### src/design/ccdec_pkg.sv
package ccdec_pkg;

    // ***********************************************
    // clock and bit timing
    // ***********************************************
    localparam int CLK_KHZ       = 10000;
    localparam int BIT_PS        = 1986500;   // one caption bit, 503.4 kHz
    localparam int BIT_CYC       = (BIT_PS * (CLK_KHZ / 1000)) / 1000000;
    localparam int HALF_CYC      = BIT_CYC / 2;
    localparam int DIV_W         = 5;
    localparam int RUNIN_EDGES   = 4;
    localparam int START_MAX     = 8;
    localparam int BYTE_BITS     = 8;

    // ***********************************************
    // line selection
    // ***********************************************
    localparam logic [8:0] LINE_ODD_BASE  = 9'h001;
    localparam logic [8:0] LINE_EVEN_BASE = 9'h108;   // first line of the even field
    localparam logic [8:0] LINE_CAPTION   = 9'h015;   // line 21
    localparam logic [8:0] LINE_EXTENDED  = 9'h11C;   // line 284
    localparam logic [2:0] START_CODE     = 3'h1;     // 0, 0, 1 in arrival order

    // ***********************************************
    // fifo
    // ***********************************************
    localparam int FIFO_DEPTH = 16;
    localparam int FIFO_HALF  = 8;
    localparam int PTR_W      = 4;
    localparam int CNT_W      = 5;

    typedef struct packed {
        logic       svc;    // service_type_tag: 1 = extended service
        logic       half;   // byte_half_tag: 1 = high byte
        logic [7:0] data;   // 7-bit character, parity in bit 7
    } ccdec_entry_t;

    // ***********************************************
    // register map (index, byte address = index * 4)
    // ***********************************************
    localparam logic [7:0] IDX_DEVICE_STATUS = 8'h00;
    localparam logic [7:0] IDX_FIFO_STATUS   = 8'h1F;
    localparam logic [7:0] IDX_FIFO_READ     = 8'h20;
    localparam logic [7:0] IDX_IRQ_STATUS    = 8'h30;
    localparam logic [7:0] IDX_IRQ_MASK      = 8'h31;
    localparam int         ADDR_W            = 10;

    // caption_fifo_status fields
    localparam int FS_NONEMPTY = 0;
    localparam int FS_OVERFLOW = 1;
    localparam int FS_HALF_TAG = 2;
    localparam int FS_SVC_TAG  = 3;
    localparam int FS_PARITY   = 4;
    localparam int FS_INT_EN   = 5;
    localparam int FS_CC_EN    = 6;
    localparam int FS_EDS_EN   = 7;
    localparam int DS_HALF_IRQ = 0;

    // interrupt status / mask fields
    localparam int EV_HALF   = 0;
    localparam int EV_OVF    = 1;
    localparam int EV_PARITY = 2;
    localparam int EV_W      = 3;

    localparam logic [2:0] CTRL_RESET = 3'h0;
    localparam logic [7:0] SLICE_LVL  = 8'h60;

    typedef enum {S_IDLE, S_RUNIN, S_START, S_LO, S_HI} ccdec_state_t;

endpackage : ccdec_pkg

### src/design/ccdec_top.sv
`timescale 1ns/1ns
// Notes on behaviour
// - caption line 21 odd, extended 284 even
// - slice luma only, after separation
// - separate enables for caption and extended
// - target line, run-in, then start 001
// - seven-bit character plus odd parity bit
// - sixteen by ten bit fifo
// - low byte first if not full, then high
// - tags for service and byte half
// - parity bit stored, check result reported
// - nonempty flag low only when empty
// - half full drives enabled interrupt pin
// - half-full status bit polled at 0x00
// - head shown at once, read advances
// - byte into full fifo dropped, overflow set
// - data read clears overflow
// - read wins over coincident write
// - coincident write keeps overflow set
// - both disabled flushes the fifo
module ccdec_top
    import ccdec_pkg::*;
(
    // clock and reset
    input  wire logic              I_CLK,
    input  wire logic              I_SYS_RST,
    // separated luma path
    input  wire logic [7:0]        I_LUMA,
    input  wire logic              I_LINE_START,
    input  wire logic              I_FIELD_START,
    input  wire logic              I_FIELD_ODD,
    // avalon-mm slave
    input  wire logic [ADDR_W-1:0] I_AVS_ADDRESS,
    input  wire logic              I_AVS_READ,
    input  wire logic              I_AVS_WRITE,
    input  wire logic [31:0]       I_AVS_WRITEDATA,
    input  wire logic [3:0]        I_AVS_BYTEENABLE,
    output logic      [31:0]       O_AVS_READDATA,
    output logic                   O_AVS_WAITREQUEST,
    // interrupts
    output logic                   O_CC_IRQ,
    output logic                   O_IRQ
);

    // ***********************************************
    // declarations
    // ***********************************************
    ccdec_state_t     state_q;
    logic [8:0]       line_q;
    logic             sliced;
    logic             sliced_q;
    logic [DIV_W-1:0] div_q;
    logic             bit_en;
    logic [3:0]       cnt_q;
    logic [2:0]       start_q;
    logic [7:0]       byte_q;
    logic [7:0]       byte_d;
    logic             target;
    logic             svc_q;
    logic             push_req;
    ccdec_entry_t     push_entry;
    ccdec_entry_t     mem [FIFO_DEPTH];
    logic [PTR_W-1:0] wr_ptr_q;
    logic [PTR_W-1:0] rd_ptr_q;
    logic [CNT_W-1:0] count_q;
    logic             full;
    logic             half;
    logic             half_q;
    logic             push_ok;
    logic             pop;
    logic             flush;
    logic             ovf_q;
    ccdec_entry_t     head;
    logic             par_fault;
    logic             int_en_q;
    logic             cc_en_q;
    logic             eds_en_q;
    logic [EV_W-1:0]  ev;
    logic [EV_W-1:0]  irq_stat_q;
    logic [EV_W-1:0]  irq_mask_q;
    logic             req;
    logic             acc;
    logic             pop_ok_q;
    logic [7:0]       idx;
    logic [7:0]       rd_val;
    logic [7:0]       fifo_status;

    // ***********************************************
    // line counting and slicing
    // ***********************************************
    always_ff @(posedge I_CLK or posedge I_SYS_RST) begin
        if (I_SYS_RST) begin
            line_q <= 9'h000;
        end else if (I_FIELD_START) begin
            line_q <= I_FIELD_ODD ? LINE_ODD_BASE : LINE_EVEN_BASE;
        end else if (I_LINE_START) begin
            line_q <= line_q + 9'h001;
        end
    end

    // line start arrives together with the counter step, so compare the next line
    assign target = I_FIELD_ODD ? (cc_en_q && (line_q + 9'h001) == LINE_CAPTION)
                                : (eds_en_q && (line_q + 9'h001) == LINE_EXTENDED);
    assign sliced = I_LUMA > SLICE_LVL;

    always_ff @(posedge I_CLK or posedge I_SYS_RST) begin
        if (I_SYS_RST) begin
            sliced_q <= 1'b0;
        end else begin
            sliced_q <= sliced;
        end
    end

    // bit phase locks to each run-in rising edge; sample lands mid-bit
    always_ff @(posedge I_CLK or posedge I_SYS_RST) begin
        if (I_SYS_RST) begin
            div_q <= '0;
        end else if (state_q == S_RUNIN && sliced && !sliced_q) begin
            div_q <= DIV_W'(HALF_CYC);
        end else if (div_q == DIV_W'(BIT_CYC - 1)) begin
            div_q <= '0;
        end else begin
            div_q <= div_q + 1'b1;
        end
    end
    assign bit_en = div_q == DIV_W'(BIT_CYC - 1);

    // ***********************************************
    // capture sequencer
    // ***********************************************
    assign byte_d = {sliced, byte_q[7:1]};    // lsb first

    always_ff @(posedge I_CLK or posedge I_SYS_RST) begin
        if (I_SYS_RST) begin
            state_q <= S_IDLE;
            cnt_q   <= '0;
            start_q <= '0;
            byte_q  <= '0;
            svc_q   <= 1'b0;
        end else if (I_LINE_START) begin
            state_q <= target ? S_RUNIN : S_IDLE;
            cnt_q   <= '0;
            start_q <= '1;
            svc_q   <= !I_FIELD_ODD;
        end else begin
            case (state_q)
                S_RUNIN: begin
                    if (sliced && !sliced_q) begin
                        cnt_q <= cnt_q + 1'b1;
                        if (cnt_q == 4'(RUNIN_EDGES - 1)) begin
                            state_q <= S_START;
                            cnt_q   <= '0;
                        end
                    end
                end
                S_START: begin
                    if (bit_en) begin
                        start_q <= {start_q[1:0], sliced};
                        cnt_q   <= cnt_q + 1'b1;
                        if ({start_q[1:0], sliced} == START_CODE) begin
                            state_q <= S_LO;
                            cnt_q   <= '0;
                        end else if (cnt_q == 4'(START_MAX - 1)) begin
                            state_q <= S_IDLE;
                        end
                    end
                end
                S_LO, S_HI: begin
                    if (bit_en) begin
                        byte_q <= byte_d;
                        cnt_q  <= cnt_q + 1'b1;
                        if (cnt_q == 4'(BYTE_BITS - 1)) begin
                            cnt_q   <= '0;
                            state_q <= (state_q == S_LO) ? S_HI : S_IDLE;
                        end
                    end
                end
                S_IDLE: begin
                    cnt_q <= '0;
                end
                default: begin
                    state_q <= S_IDLE;
                end
            endcase
        end
    end

    // full byte: 7-bit character with parity in bit 7
    assign push_req = !I_LINE_START && bit_en && (state_q == S_LO || state_q == S_HI)
                      && cnt_q == 4'(BYTE_BITS - 1);
    assign push_entry = '{svc: svc_q, half: state_q == S_HI, data: byte_d};

    // ***********************************************
    // fifo
    // ***********************************************
    assign full    = count_q == CNT_W'(FIFO_DEPTH);
    assign half    = count_q >= CNT_W'(FIFO_HALF);
    // held while both enables are off, so nothing lands between two writes
    assign flush   = !cc_en_q && !eds_en_q;
    // room is judged before the read of this cycle: a slot the read frees is not reused by the write
    assign push_ok = push_req && !full && !flush;
    assign head    = mem[rd_ptr_q];
    assign par_fault = !(^head.data);

    always_ff @(posedge I_CLK) begin
        if (push_ok) begin
            mem[wr_ptr_q] <= push_entry;
        end
    end

    always_ff @(posedge I_CLK or posedge I_SYS_RST) begin
        if (I_SYS_RST) begin
            wr_ptr_q <= '0;
            rd_ptr_q <= '0;
            count_q  <= '0;
        end else if (flush) begin
            wr_ptr_q <= '0;
            rd_ptr_q <= '0;
            count_q  <= '0;
        end else begin
            if (push_ok) begin
                wr_ptr_q <= wr_ptr_q + 1'b1;
            end
            if (pop) begin
                rd_ptr_q <= rd_ptr_q + 1'b1;
            end
            count_q <= count_q + CNT_W'(push_ok) - CNT_W'(pop);
        end
    end

    // set wins over clear; a read alongside a write attempt never clears
    always_ff @(posedge I_CLK or posedge I_SYS_RST) begin
        if (I_SYS_RST) begin
            ovf_q <= 1'b0;
        end else if (flush) begin
            ovf_q <= 1'b0;
        end else if (push_req && full) begin
            ovf_q <= 1'b1;
        end else if (pop && !push_req) begin
            ovf_q <= 1'b0;
        end
    end

    // ***********************************************
    // interrupts
    // ***********************************************
    assign ev = {push_ok && !(^push_entry.data), push_req && full, half && !half_q};

    always_ff @(posedge I_CLK or posedge I_SYS_RST) begin
        if (I_SYS_RST) begin
            half_q     <= 1'b0;
            irq_stat_q <= '0;
        end else begin
            half_q <= half;
            if (acc && I_AVS_WRITE && I_AVS_BYTEENABLE[0] && idx == IDX_IRQ_STATUS) begin
                irq_stat_q <= (irq_stat_q & ~I_AVS_WRITEDATA[EV_W-1:0]) | ev;
            end else begin
                irq_stat_q <= irq_stat_q | ev;
            end
        end
    end

    // pin follows the level, so it drops by itself once software drains below half
    always_ff @(posedge I_CLK or posedge I_SYS_RST) begin
        if (I_SYS_RST) begin
            O_CC_IRQ <= 1'b0;
            O_IRQ    <= 1'b0;
        end else begin
            O_CC_IRQ <= half && int_en_q;
            O_IRQ    <= |(irq_stat_q & irq_mask_q);
        end
    end

    // ***********************************************
    // avalon-mm slave: fixed one wait state
    // ***********************************************
    assign req = I_AVS_READ || I_AVS_WRITE;
    assign acc = req && !O_AVS_WAITREQUEST;
    assign idx = I_AVS_ADDRESS[ADDR_W-1:2];
    // head is only popped if it was really there when the data was latched
    assign pop = acc && I_AVS_READ && idx == IDX_FIFO_READ && pop_ok_q && count_q != '0;

    assign fifo_status = {eds_en_q, cc_en_q, int_en_q, par_fault && count_q != '0,
                          head.svc && count_q != '0, head.half && count_q != '0,
                          ovf_q, count_q != '0};

    always_comb begin
        rd_val = 8'h00;
        case (idx)
            IDX_DEVICE_STATUS: rd_val[DS_HALF_IRQ] = half;
            IDX_FIFO_STATUS:   rd_val = fifo_status;
            IDX_FIFO_READ:     rd_val = (count_q != '0) ? head.data : 8'h00;
            IDX_IRQ_STATUS:    rd_val[EV_W-1:0] = irq_stat_q;
            IDX_IRQ_MASK:      rd_val[EV_W-1:0] = irq_mask_q;
            default:           rd_val = 8'h00;
        endcase
    end

    always_ff @(posedge I_CLK or posedge I_SYS_RST) begin
        if (I_SYS_RST) begin
            O_AVS_WAITREQUEST <= 1'b1;
            O_AVS_READDATA    <= 32'h0000_0000;
            pop_ok_q          <= 1'b0;
        end else begin
            O_AVS_WAITREQUEST <= !(req && O_AVS_WAITREQUEST);
            if (req && O_AVS_WAITREQUEST) begin
                O_AVS_READDATA <= {24'h00_0000, rd_val};
                pop_ok_q       <= count_q != '0;
            end
        end
    end

    always_ff @(posedge I_CLK or posedge I_SYS_RST) begin
        if (I_SYS_RST) begin
            {eds_en_q, cc_en_q, int_en_q} <= CTRL_RESET;
            irq_mask_q                    <= '0;
        end else if (acc && I_AVS_WRITE && I_AVS_BYTEENABLE[0]) begin
            if (idx == IDX_FIFO_STATUS) begin
                {eds_en_q, cc_en_q, int_en_q} <= I_AVS_WRITEDATA[FS_EDS_EN:FS_INT_EN];
            end
            if (idx == IDX_IRQ_MASK) begin
                irq_mask_q <= I_AVS_WRITEDATA[EV_W-1:0];
            end
        end
    end
endmodule : ccdec_top

### config.mk
export PLATFORM = sky130hd
export DESIGN_NAME = ccdec_top
export DESIGN_NICKNAME = d
export VERILOG_FILES = /design/src/design/ccdec_pkg.sv /design/src/design/ccdec_top.sv
export SDC_FILE = /design/constraint.sdc
export NUM_CORES = 1
export LEC_CHECK = 0
export ABC_AREA = 1
export BUFFER_PORTS_ARGS = -buffer_cell sky130_fd_sc_hd__buf_2
export CAP_MARGIN = 5
export CORE_AREA = 4 4 161 163
export DETAILED_ROUTE_END_ITERATION = 12
export DIE_AREA = 0 0 165 167
export MAX_ROUTING_LAYER = met4
export PLACE_DENSITY = 0.6
export RECOVER_POWER = 50
export SLEW_MARGIN = 20
export SYNTH_ARGS = -nofsm -noshare
export SYNTH_HDL_FRONTEND = slang
export SYNTH_SLANG_ARGS = --single-unit
### constraint.sdc
create_clock -name I_CLK -period 5.81 [get_ports I_CLK]
set_input_delay 0 -clock I_CLK [delete_from_list [all_inputs] [get_ports I_CLK]]
set_output_delay 0 -clock I_CLK [all_outputs]
set_load 0.02 [all_outputs]
==> summary.txt <==
Run status
  – Status: complete, but fails checks
  – Failing checks: max-capacitance violations, max-slew violations

Final layout
  – Finished Core Util: 0.503
  – Number of nets in the layout: between 1000 and 1500
  – Antenna cells: 0
  – Area Overhead vs Synth: 13.0%
  – Filler cell count: ~2200
  – Share of cells above drive strength 1: 0.0846
  – Final cell count without fillers: about 1500

Routing
  – DRT Pass-1 Iters: 5
  – Drt drc: 0
  – Final ANT Viol Nets: 0
  – DR iter-0 viols: about 550
  – Via-per-instance ratio: slightly below 5
  – Final WL: roughly 25 mm
  – Wire per inst: 16.2 µm
  – DR vias: between 7000 and 8000

CTS
  – Num CTS Buffers: 25
  – Clk root buf: clkbuf_16
  – Clock buffer depth: 3
  – CTS tree: done
  – Sink Count: about 230
  – Worst-Skew Late Latency: ~0.52 ns
  – Post-CTS Setup Inserts: 0
  – Worst-path clk slew: ~0.060 ns
  – H-tree Lvls: 1

Die
  – Rows: 57
  – Chip Width: around 170 µm
  – Ports: 96
  – Core Region: approximately 0.024 mm²
  – Die ar.: about 0.028 mm²
  – Die Y: between 150 and 200 µm
  – Starting Density: 0.445

STA
  – Final Setup Violations: 0
  – Setup TNS Final: 0 ns
  – RSZ-0062 raised after global routing: false
  – Slew of the pin with the lowest slew margin: between 3 and 4 ns
  – Hold Vio Cnt, Final: 0
  – Slew HR: -1.50
  – Final Critical Period: roughly 3.9 ns
  – Final Slew Violations: between 60 and 70
  – Fmax: roughly 260 MHz
  – Final WS setup: around 1.9 ns
  – Final setup skew: around 0.013 ns
  – Final period utilization: 0.666

Synth
  – Post-synth top area share: 0.444
  – Ys flop type: edfxtp_1
  – Synthesized flop and latch total: approximately 230
  – Syn avg cell area: between 9 and 10 µm²
  – Sequential-to-total area share from yosys stat: 0.601
  – Netlist cell types: 47
  – Ys Warns: 0
  – Cell count after synthesis: between 1000 and 1500
  – Post-synth EDFFs: 160
  – Leading area contributor after synthesis: edfxtp_1
  – Synthesized cell area: about 0.011 mm²
  – Top post-synthesis cells by area: edfxtp_1 (44%), dfrtp_1 (15%), nand2_1 (12%)
  – Async set-reset flop share out of synthesis: 0.298

Placed design
  – I/O Buffers: 40
  – Final Wtd Congestion: just under 0.8
  – Post-place setup slack: approximately 2.4 ns
  – Placed cell count: ~1500
  – Final HPWL DP: 15.5 mm

Critical path
  – WP data required: between 5 and 6 ns
  – Worst reg2reg endpoint: count_q[4]
  – Worst setup path start: I_SYS_RST
  – Setup slack, reg-to-reg: 2.03 ns
  – Reg2reg path depth: 22
  – CP Class: input port to asynchronous set/reset pin
  – Worst Path Max Fanout: 68
  – CP arrival: roughly 3.4 ns
  – Worst r2r src: div_q[0]
  – Endpoint class of the critical path: asynchronous set/reset pin
  – CP Launch Type: input port
  – Setup crit end: rd_ptr_q[0]

GRT
  – Initial antenna violation count: 0
  – Vias in the first global route: around 7400
  – Remaining global-route overflow: 0
  – Global-route wire length before repair: a little under 40 mm
  – Largest net degree at the start of global routing: about 70
  – Overall routing resource usage: 0.188

Power and ir drop
  – Net Sw Frac: 0.216
  – Max rail drop VDD: 0.213 mV
  – Sw power: around 760 µW
  – Pwr dens: 287 mW/mm²
  – Clock power share: 0.442
  – Sequential power share: 0.512
  – Comb power frac: 0.046
  – Leak: ~0.0053 µW
  – Internal power: 2750 µW

Hold path
  – Class of the worst hold path: input port to flip-flop

Job
  – # Max-Cap Violations: 1
## per-layer routing
layer | share of wire | vias to the layer above | track usage
met4 | 0.029 | 0 | 0.0550
met5 | 0 | - | -
met1 | 0.45 | 3602 | 0.250
li1 | - | 3814 | -
met3 | 0.045 | 52 | 0.0267
met2 | 0.47 | 173 | 0.300
## synthesized netlist by cell type, types with 15 or more instances
cell type	count
nand2_1	340
edfxtp_1	160
inv_1	136
nand3_1	98
nor2_1	77
dfrtp_1	67
o21ai_0	63
buf_4	27
ha_1	19
a21oi_1	18
clkbuf_1	16
buf_2	15
## flip-flops by register name, summed over array words and instances, names as in the netlist, 2 cells and up
signal and count:
line_q 9, count_q 5, O_AVS_READDATA 8, cnt_q 4, byte_q 7, div_q 5
wr_ptr_q 4, start_q 2, rd_ptr_q 4, state_q 3, irq_mask_q 3, irq_stat_q 3
mem 160
## cells in the final DEF (no fill, tap or decap), drive strengths merged, types with 3 or more instances in the layout
cell           n
a21oi         18
a31oi          4
buf           39
bufinv         3
clkbuf        45
clkinv         9
conb          24
dfrtp         67
dlygate4sd3   18
edfxtp       160
ha            19
inv          142
nand2        341
nand3         98
nand4          9
nor2          84
nor3          14
o21ai         66
o221ai         5
o22ai         12
or2            5
xnor2          8
xor2           8
## power groups by stage
stage	registers (µW)	clock network (µW)	logic, µW
floorplan	1830	0	124
global placement	1830	0	155
detailed placement	1830	0	159
CTS	1800	1580	169
global route	1800	1650	187
finish	1800	1550	163
## metrics by stage
step                      hold WS [ns]  power [µW]  area (µm²)
after detailed placement         0.239        1990       11300
after floorplan                  0.112        1960       10900
after global placement           0.236        1990       11300
after global routing            0.0846        3640       12200
after CTS                       0.0204        3550       12300
final                           0.0462        3510       12200
## critical path, stage by stage
cell	delay, ns
dlygate4sd3_1	0.53
buf_2	0.11
inv_1	0.04
clkbuf_1	2.64
## timing repair
item	4_1_cts	5_1_grt
gates resized for setup	0	0
endpoints found under the hold margin	106	0
hold buffers	18	0
## kinds of logic (layout without fill, tap and decap cells)
group,count (synthesis),in the layout,share of synthesized area
AO/OA/AOI/OAI,114,114,0.0604
XOR/XNOR,16,16,0.0129
adder cells (fa/ha/maj),20,20,0.0238
buffers and inverters,201,257,0.0810
flip-flops,228,228,0.601
multiplexers,2,2,0.00208
other,1,24,0.000346
AND/OR/NAND/NOR,556,556,0.218
## worst min path at each step
stage | slack (ns) | depth (start not counted) | startpoint | end
final | 0.05 | 6 | I_AVS_ADDRESS[5] | irq_mask_q[2]
after global routing | 0.08 | 5 | I_AVS_BYTEENABLE[0] | irq_stat_q[0]
after CTS | 0.02 | 6 | I_AVS_ADDRESS[5] | irq_mask_q[2]
after detailed placement | 0.24 | 2 | I_AVS_WRITEDATA[6] | cc_en_q
after global placement | 0.24 | 2 | I_AVS_WRITEDATA[6] | cc_en_q
after floorplan | 0.11 | 1 | I_FIELD_ODD | svc_q
## area by class of cell
class                   count  area [µm²]  share of cell area
clock buffers              31         648              0.0530
multi-input cells         732        3530               0.288
inverters                 141         532              0.0435
repair buffers             71         455              0.0372
flip-flops and latches    228        6510               0.532
well taps                 324         405              0.0331
clock inverters            14         158              0.0129
No activity file was read; power rests on OpenSTA's default activity.
